`src/verilog/tcm_pkg.sv`:
```
// Shared constants and helpers for the capture/reload timer block
package tcm_pkg;

  localparam int TCM_AW = 3;
  localparam int TCM_DW = 16;

  // Register offsets (word index on the plain register port)
  localparam logic [2:0] TCM_OFF_CTRL = 3'h0;
  localparam logic [2:0] TCM_OFF_TMR = 3'h1;
  localparam logic [2:0] TCM_OFF_RA = 3'h2;
  localparam logic [2:0] TCM_OFF_RB = 3'h3;
  localparam logic [2:0] TCM_OFF_CMP = 3'h4;

  // Control register field positions
  localparam int TCM_BIT_ENB = 0;
  localparam int TCM_BIT_PNDB = 1;
  localparam int TCM_BIT_ENA = 2;
  localparam int TCM_BIT_PNDA = 3;
  localparam int TCM_BIT_RUN = 4;
  localparam int TCM_BIT_MODE = 5;
  localparam int TCM_MODE_W = 3;

  // Comparator routing register field positions
  localparam int TCM_BIT_COMPARATOR_ENABLE = 0;
  localparam int TCM_BIT_ROUTE = 1;

  // Reset values
  localparam logic [2:0] TCM_RST_MODE = 3'h0;
  localparam logic [15:0] TCM_RST_TMR = 16'h0000;
  localparam logic [15:0] TCM_RST_RELOAD = 16'h0000;

  // Mode codes
  localparam logic [2:0] TCM_CODE_PWM_TGL = 3'h5;
  localparam logic [2:0] TCM_CODE_PWM = 3'h4;
  localparam logic [2:0] TCM_CODE_EVT0 = 3'h0;
  localparam logic [2:0] TCM_CODE_EVT1 = 3'h1;
  localparam logic [2:0] TCM_CODE_CAP_RR = 3'h2;
  localparam logic [2:0] TCM_CODE_CAP_RF = 3'h6;
  localparam logic [2:0] TCM_CODE_CAP_FF0 = 3'h3;
  localparam logic [2:0] TCM_CODE_CAP_FF1 = 3'h7;

  typedef enum logic [1:0] {TCM_M_PWM, TCM_M_EVT, TCM_M_CAP} tcm_mode_t;

  function automatic tcm_mode_t tcm_decode(input logic [2:0] code);
    tcm_mode_t m;
    m = TCM_M_CAP;
    unique case (code)
      TCM_CODE_PWM_TGL, TCM_CODE_PWM: m = TCM_M_PWM;
      TCM_CODE_EVT0, TCM_CODE_EVT1: m = TCM_M_EVT;
      TCM_CODE_CAP_RR, TCM_CODE_CAP_RF, TCM_CODE_CAP_FF0, TCM_CODE_CAP_FF1: m = TCM_M_CAP;
    endcase
    return m;
  endfunction

endpackage

```
`src/verilog/tcm_edge_if.sv`:
```
// Edge pulses passed from the pin front end to the timer core
`timescale 1ns/1ps
`default_nettype none
interface tcm_edge_if;
  logic a_rise;
  logic a_fall;
  logic b_rise;
  logic b_fall;
  logic b_route;
  modport src (output a_rise, output a_fall, output b_rise, output b_fall, input b_route);
  modport dst (input a_rise, input a_fall, input b_rise, input b_fall, output b_route);
endinterface
`default_nettype wire

```
`src/verilog/tcm_edge_sync.sv`:
```
// Pin synchronisers, capture-B source select and edge detection
`timescale 1ns/1ps
`default_nettype none
module tcm_edge_sync
  import tcm_pkg::*;
(
  input wire logic ref_clk,
  input wire logic rstn,
  input wire logic pin_a,
  input wire logic pin_b,
  input wire logic cmp_out,
  tcm_edge_if.src edge_o
);

  typedef struct packed {
    logic a_s1;
    logic a_s2;
    logic a_d;
    logic b_s1;
    logic b_s2;
    logic c_s1;
    logic c_s2;
    logic b_d;
  } tcm_sync_t;

  tcm_sync_t q_ff;
  tcm_sync_t nxt_q;
  logic b_sel;

  always_comb begin
    nxt_q = q_ff;
    nxt_q.a_s1 = pin_a;
    nxt_q.a_s2 = q_ff.a_s1;
    nxt_q.a_d = q_ff.a_s2;
    nxt_q.b_s1 = pin_b;
    nxt_q.b_s2 = q_ff.b_s1;
    nxt_q.c_s1 = cmp_out;
    nxt_q.c_s2 = q_ff.c_s1;
    // Mux after sync; a route change may show as one edge
    b_sel = edge_o.b_route ? q_ff.c_s2 : q_ff.b_s2;
    nxt_q.b_d = b_sel;
  end

  always_ff @(posedge ref_clk or negedge rstn) begin
    if (!rstn) begin
      q_ff <= '0;
    end else begin
      q_ff <= nxt_q;
    end
  end

  assign edge_o.a_rise = q_ff.a_s2 & ~q_ff.a_d;
  assign edge_o.a_fall = ~q_ff.a_s2 & q_ff.a_d;
  assign edge_o.b_rise = b_sel & ~q_ff.b_d;
  assign edge_o.b_fall = ~b_sel & q_ff.b_d;

endmodule
`default_nettype wire

```
`src/verilog/tcm_timer.sv`:
```
// Multifunction 16-bit timer: PWM, event counter and input capture
`timescale 1ns/1ps
`default_nettype none
module tcm_timer
  import tcm_pkg::*;
#(
  parameter bit HAS_CMP_ROUTE = 1'b1
) (
  input wire logic ref_clk,
  input wire logic rstn,
  input wire logic [TCM_AW-1:0] reg_addr,
  input wire logic [TCM_DW-1:0] reg_wdata,
  input wire logic reg_wr,
  input wire logic reg_rd,
  output logic [TCM_DW-1:0] reg_rdata,
  input wire logic timer_pin_a_i,
  output logic timer_pin_a_o,
  output logic timer_pin_a_oe,
  input wire logic timer_pin_b,
  input wire logic comparator_out,
  output logic irq_a,
  output logic irq_b
);

  typedef struct packed {
    logic [15:0] tmr;
    logic [15:0] ra;
    logic [15:0] rb;
    logic [2:0] mode_sel;
    logic run_or_underflow_pending;
    logic pending_flag_a;
    logic irq_enable_a;
    logic pending_flag_b;
    logic irq_enable_b;
    logic reload_b;
    logic pin_a;
    logic comparator_enable;
    logic comparator_to_capture_route;
    logic [15:0] rdata;
  } tcm_state_t;

  tcm_state_t q_ff;
  tcm_state_t nxt_q;
  tcm_edge_if edge_bus ();

  tcm_mode_t mode;
  logic tick;
  logic uf;
  logic ev_pnda;
  logic ev_pndb;
  logic ev_upnd;
  logic cap_a;
  logic cap_b;
  logic [15:0] hw_tmr;
  logic [15:0] ctrl_rd;
  logic [15:0] cmp_rd;

  tcm_edge_sync u_edge (
    .ref_clk(ref_clk),
    .rstn(rstn),
    .pin_a(timer_pin_a_i),
    .pin_b(timer_pin_b),
    .cmp_out(comparator_out),
    .edge_o(edge_bus.src)
  );

  // Route only while the comparator itself is on
  assign edge_bus.b_route = HAS_CMP_ROUTE & q_ff.comparator_to_capture_route
                            & q_ff.comparator_enable;

  always_comb begin
    nxt_q = q_ff;
    mode = tcm_decode(q_ff.mode_sel);
    tick = 1'b0;
    ev_pnda = 1'b0;
    ev_pndb = 1'b0;
    ev_upnd = 1'b0;
    cap_a = 1'b0;
    cap_b = 1'b0;

    unique case (mode)
      TCM_M_PWM: tick = q_ff.run_or_underflow_pending;
      TCM_M_EVT: tick = q_ff.run_or_underflow_pending & edge_bus.a_rise;
      TCM_M_CAP: tick = 1'b1;
    endcase
    uf = tick & (q_ff.tmr == 16'h0000);
    hw_tmr = tick ? q_ff.tmr - 16'h0001 : q_ff.tmr;

    unique case (mode)
      TCM_M_PWM: begin
        if (uf) begin
          // First underflow after start reloads from A
          hw_tmr = q_ff.reload_b ? q_ff.rb : q_ff.ra;
          ev_pnda = ~q_ff.reload_b;
          ev_pndb = q_ff.reload_b;
          nxt_q.reload_b = ~q_ff.reload_b;
          if (q_ff.mode_sel == TCM_CODE_PWM_TGL) begin
            nxt_q.pin_a = ~q_ff.pin_a;
          end
        end
        if (!q_ff.run_or_underflow_pending) begin
          nxt_q.reload_b = 1'b0;
        end
      end
      TCM_M_EVT: begin
        if (uf) begin
          hw_tmr = q_ff.ra;
          ev_pnda = 1'b1;
        end
        ev_pndb = edge_bus.b_rise;
        nxt_q.reload_b = 1'b0;
      end
      TCM_M_CAP: begin
        // Counter wraps through ffff; no reload in this mode
        ev_upnd = uf;
        unique case (q_ff.mode_sel)
          TCM_CODE_CAP_RR: begin
            cap_a = edge_bus.a_rise;
            cap_b = edge_bus.b_rise;
          end
          TCM_CODE_CAP_RF: begin
            cap_a = edge_bus.a_rise;
            cap_b = edge_bus.b_fall;
          end
          default: begin
            // Codes 011 and 111 only reach here
            cap_a = edge_bus.a_fall;
            cap_b = edge_bus.b_fall;
          end
        endcase
        ev_pnda = cap_a;
        ev_pndb = cap_b;
        nxt_q.reload_b = 1'b0;
      end
    endcase

    nxt_q.tmr = hw_tmr;
    if (mode != TCM_M_PWM) begin
      nxt_q.pin_a = 1'b0;
    end

    // Software writes first; hardware events are layered on top
    if (reg_wr) begin
      unique case (reg_addr)
        TCM_OFF_CTRL: begin
          nxt_q.mode_sel = reg_wdata[TCM_BIT_MODE +: TCM_MODE_W];
          nxt_q.run_or_underflow_pending = reg_wdata[TCM_BIT_RUN];
          nxt_q.pending_flag_a = reg_wdata[TCM_BIT_PNDA];
          nxt_q.irq_enable_a = reg_wdata[TCM_BIT_ENA];
          nxt_q.pending_flag_b = reg_wdata[TCM_BIT_PNDB];
          nxt_q.irq_enable_b = reg_wdata[TCM_BIT_ENB];
        end
        TCM_OFF_TMR: nxt_q.tmr = reg_wdata;
        TCM_OFF_RA: nxt_q.ra = reg_wdata;
        TCM_OFF_RB: nxt_q.rb = reg_wdata;
        TCM_OFF_CMP: begin
          nxt_q.comparator_enable = reg_wdata[TCM_BIT_COMPARATOR_ENABLE];
          nxt_q.comparator_to_capture_route = reg_wdata[TCM_BIT_ROUTE];
        end
        default: begin
        end
      endcase
    end

    // A capture overrides a same-cycle software write to its register
    if (cap_a) begin
      nxt_q.ra = q_ff.tmr;
    end
    if (cap_b) begin
      nxt_q.rb = q_ff.tmr;
    end
    // Set beats clear; nothing here clears a flag on its own
    nxt_q.pending_flag_a = nxt_q.pending_flag_a | ev_pnda;
    nxt_q.pending_flag_b = nxt_q.pending_flag_b | ev_pndb;
    nxt_q.run_or_underflow_pending = nxt_q.run_or_underflow_pending | ev_upnd;

    ctrl_rd = '0;
    ctrl_rd[TCM_BIT_MODE +: TCM_MODE_W] = q_ff.mode_sel;
    ctrl_rd[TCM_BIT_RUN] = q_ff.run_or_underflow_pending;
    ctrl_rd[TCM_BIT_PNDA] = q_ff.pending_flag_a;
    ctrl_rd[TCM_BIT_ENA] = q_ff.irq_enable_a;
    ctrl_rd[TCM_BIT_PNDB] = q_ff.pending_flag_b;
    ctrl_rd[TCM_BIT_ENB] = q_ff.irq_enable_b;
    cmp_rd = '0;
    cmp_rd[TCM_BIT_COMPARATOR_ENABLE] = q_ff.comparator_enable;
    cmp_rd[TCM_BIT_ROUTE] = q_ff.comparator_to_capture_route;

    // Read data stand for one cycle only, zero otherwise
    nxt_q.rdata = '0;
    if (reg_rd) begin
      unique case (reg_addr)
        TCM_OFF_CTRL: nxt_q.rdata = ctrl_rd;
        TCM_OFF_TMR: nxt_q.rdata = q_ff.tmr;
        TCM_OFF_RA: nxt_q.rdata = q_ff.ra;
        TCM_OFF_RB: nxt_q.rdata = q_ff.rb;
        TCM_OFF_CMP: nxt_q.rdata = cmp_rd;
        default: nxt_q.rdata = '0;
      endcase
    end
  end

  always_ff @(posedge ref_clk or negedge rstn) begin
    if (!rstn) begin
      q_ff <= '0;
      q_ff.tmr <= TCM_RST_TMR;
      q_ff.ra <= TCM_RST_RELOAD;
      q_ff.rb <= TCM_RST_RELOAD;
      q_ff.mode_sel <= TCM_RST_MODE;
    end else begin
      q_ff <= nxt_q;
    end
  end

  assign reg_rdata = q_ff.rdata;
  assign timer_pin_a_o = q_ff.pin_a;
  assign timer_pin_a_oe = (tcm_decode(q_ff.mode_sel) == TCM_M_PWM);
  // Underflow joins interrupt A only in capture mode
  assign irq_a = q_ff.irq_enable_a & (q_ff.pending_flag_a
                 | ((tcm_decode(q_ff.mode_sel) == TCM_M_CAP)
                    & q_ff.run_or_underflow_pending));
  assign irq_b = q_ff.irq_enable_b & q_ff.pending_flag_b;

endmodule
`default_nettype wire

```
`config.mk`:
```
export PLATFORM = sky130hd
export DESIGN_NAME = tcm_timer
export DESIGN_NICKNAME = d
export VERILOG_FILES = /design/src/verilog/tcm_pkg.sv /design/src/verilog/tcm_edge_if.sv /design/src/verilog/tcm_edge_sync.sv /design/src/verilog/tcm_timer.sv
export SDC_FILE = /design/constraint.sdc
export NUM_CORES = 1
export LEC_CHECK = 0
export BUFFER_PORTS_ARGS = -buffer_cell sky130_fd_sc_hd__buf_2
export CAP_MARGIN = 10
export CELL_PAD_IN_SITES_DETAIL_PLACEMENT = 0
export CELL_PAD_IN_SITES_GLOBAL_PLACEMENT = 2
export CORE_UTILIZATION = 38
export DETAILED_ROUTE_END_ITERATION = 12
export GPL_ROUTABILITY_DRIVEN = 0
export PLACE_DENSITY_LB_ADDON = 0.15
export SETUP_SLACK_MARGIN = 0.2
export SYNTH_ARGS = -nofsm -noshare
export SYNTH_HDL_FRONTEND = slang
export SYNTH_SLANG_ARGS = --single-unit
```
`constraint.sdc`:
```
create_clock -name ref_clk -period 2.4 [get_ports ref_clk]
set_input_delay 0.24 -clock ref_clk [delete_from_list [all_inputs] [get_ports ref_clk]]
set_output_delay 0.24 -clock ref_clk [all_outputs]
set_load 0.02 [all_outputs]
```
==> flow_summary.ini <==
[finish]
drive_gt1_share_pct = 28.76
synthToLayoutAreaGrowth_pct = 19.16
fill_cells = 1178
diodes = 0
nNetsFinal = 556
final_area_um2 = 5728

[sta]
relSlewSlack_pct = 65.26
min_period_ps = 2168
fin_crit_sh_pct = 90.33
worst_slack_ps = 232.1
rsz0062_at_grt = yes
final-setup-viol-count = 0
setup-tns-final_ps = 0
hold_viol = 0
final_max_slew_viol_count = 0
max_freq_mhz = 461.3
skew_ps = 6.705
tightest_slew_ps = 507.9

[placement]
hpwl_um = 9393
dpl_cell_area_um2 = 5264
place_ws_ps = 129.8
io_buffers = 45

[yosys]
ys_warn_count = 0
ys.flop_type = dfrtp_1
avgSynthCellArea_um2 = 10.06
syn_nets = 506
synth_cell_types = 63
synth-edff-count = 0
seq_area_frac_synth_pct = 43.73
ys_ff_latch = 84
async_flop_share_pct = 100.0
syn-cell-area_um2 = 4807
syn_inst = 478

[grt]
grt_pass1_wl_um = 20910
grt_use_total_pct = 21.76
use_met1_pct = 31.09
met3_usage_pct = 4.129
grt_use_met2_pct = 33.41
grt_pass1_vias = 3732
grt_antenna_before_repair = 0
grt_max_degree = 40
grt_overflow = 0
grt.busiest_layer = met2

[floorplan]
dieArea_um2 = 13100
die_w_um = 114.5
num_rows = 40
start_util_pct = 39.53
die_h_um = 114.5
io_pins = 46
core_area_um2 = 12160

[clocking]
clk_latency_ps = 350
clkSinkCount = 84
cts_tree = built
cts_root_buffer = clkbuf_16
clock_path_buffers = 2
cts_max_level = 3
cts_buffers = 9
path_clk_slew_ps = 60

[detailed_routing]
dr.first_iter.drc_count = 155
drc = 0
dr.pass1.iters = 4
vias = 3701
wl_per_cell_um = 18.83
wl_um = 13180
drtAntennaViolNets = 0
via_per_inst = 5.287

[pwr]
vdd_ir_drop_max_uv = 405.5
powerDensity_nw_per_um2 = 979.4
power_mw = 5.610
leakage_nw = 2.560

[critical_path]
max_stage_delay_ps = 580
cp_max_fo = 5
critPathSlowestCell = or4_4
cp-end-kind = flop
path_class = flop to flop
cpLargestDelayFamily = simple AND/OR/NAND/NOR gates
cp.arrival_ps = 2440
crit_chain = or4_4 > nor4_4 > o2111a_2 > mux2_4 > a31oi_1
crit_buf_inv = 0
crit_required_ps = 2670
startpoint_type = flop

[flow_run]
drv_cap = 0

[status]
status = finished clean

[worst_hold_path]
min_path_type = input pin to flop
==> layer usage <==
layer	vias to the layer above	share of wire (%)
met3	8	4.5
met5	-	0
met4	0	0.84
met1	1802	50
met2	86	45
li1	1805	-
==> synth_stat cells, drive strengths merged, types with 8 or more instances <==
master | count | share of area (%)
a22oi | 8 | 1.2
mux2 | 21 | 5.0
nand3 | 12 | 1.2
xor2 | 9 | 1.6
nor2 | 64 | 5.0
nand2 | 20 | 1.6
mux2i | 52 | 11
clkbuf | 25 | 2.0
a21oi | 40 | 4.2
nor3 | 9 | 1.2
buf | 28 | 4.1
o22a | 10 | 1.8
o21ai | 9 | 0.94
dfrtp | 84 | 44
==> logic make-up (layout without fill, tap and decap cells) <==
family                     Yosys count  count (layout)  share of synthesized area, %
and+or+nand+nor                    149             149                         16.14
AOI/OAI and AO/OA                   97              97                         13.46
DFF                                 84              84                         43.73
muxes                               76              76                         17.23
buffers and inverters               55             109                         6.195
xor gates and xnor gates            15              15                         2.733
adders and majority gates            2               2                        0.5205
==> worst paths after layout <==
check | startpoint | endpoint | slack [ps] | cells past startpoint
max | q_ff[68]$_DFF_PN0_ | q_ff[63]$_DFF_PN0_ | 230 | 5
min | reg_wdata[7] | q_ff[67]$_DFF_PN0_ | 170 | 3
max reg2reg | q_ff[68]$_DFF_PN0_ | q_ff[63]$_DFF_PN0_ | 230 | 5
min reg2reg | u_edge.nxt_q[1]$_DFF_PN0_ | u_edge.q_ff[1]$_DFF_PN0_ | 350 | 0
max in group asynchronous | rstn | reg_rdata[10]$_DFF_PN0_ | 1410 | 3
min in group asynchronous | rstn | u_edge.q_ff[1]$_DFF_PN0_ | 360 | 2
==> repair_timing <==
| action | CTS | global route |
|---|---|---|
| hold buffers | 4 | 0 |
| hold endpoints to repair | 30 | 0 |
| resized for setup | 0 | 10 |
| setup endpoints to repair | 4 | 13 |
| buffers inserted | 3 | 3 |
| pin swaps | 1 | 3 |
==> flip-flops by register name (all words and copies together) (netlist names) <==
register and flops:
cmp_rd 2, ctrl_rd 8, q_ff 49, reg_rdata 16, timer_pin_a_o 1, u_edge.nxt_q 4, u_edge.q_ff 4
==> cells in the final DEF, fill, tap and decap left out, types with 4 or more instances in the layout <==
cell type | netlist | routed
nor2b_1 | 6 | 6
clkbuf_16 | 0 | 9
nor3_1 | 8 | 7
o211ai_1 | 4 | 4
nor2_1 | 64 | 64
buf_4 | 16 | 43
a21oi_1 | 40 | 40
mux2i_1 | 52 | 52
buf_2 | 7 | 44
xnor2_1 | 6 | 6
a22oi_1 | 8 | 8
nand3_1 | 12 | 12
o22a_1 | 10 | 10
dfrtp_1 | 84 | 82
xor2_1 | 9 | 9
or2_2 | 4 | 4
nand2_1 | 20 | 20
nand2b_1 | 5 | 5
dlygate4sd3_1 | 0 | 4
o21ai_0 | 8 | 8
mux2_2 | 20 | 20
==> stage by stage <==
step                cells  hold slack [ps]  utilization (%)
finish                700            171.5            47.10
global route          700            165.8            47.10
CTS                   697            146.5            46.58
detailed placement    675            201.9            43.28
global placement      675            197.2            43.28
floorplan             478           -55.59                -
==> area by class of cell <==
cell class	count	area (um^2)	area share, %
multi-input cells	339	2464	43.01
well taps	168	210.2	3.670
repair buffers	92	603.1	10.53
clock inverters	5	100.1	1.747
inverters	2	7.507	0.1311
flip-flops and latches	84	2105	36.74
clock buffers	10	239.0	4.172
==> worst min-delay path, delay by kind of cell <==
kind | cells | cell delay, ps
AO/OA/AOI/OAI | 1 | 60
buffers and inverters | 1 | 120
AND/OR/NAND/NOR | 1 | 50
==> power breakdown <==
| group | switching, mW | internal [mW] | leakage, nW |
|---|---|---|---|
| combinational | 0.894 | 0.876 | 1.41 |
| clock | 0.568 | 1.04 | 0.168 |
| sequential | 0.382 | 1.86 | 0.985 |
No activity file was read; power rests on OpenSTA's default activity.
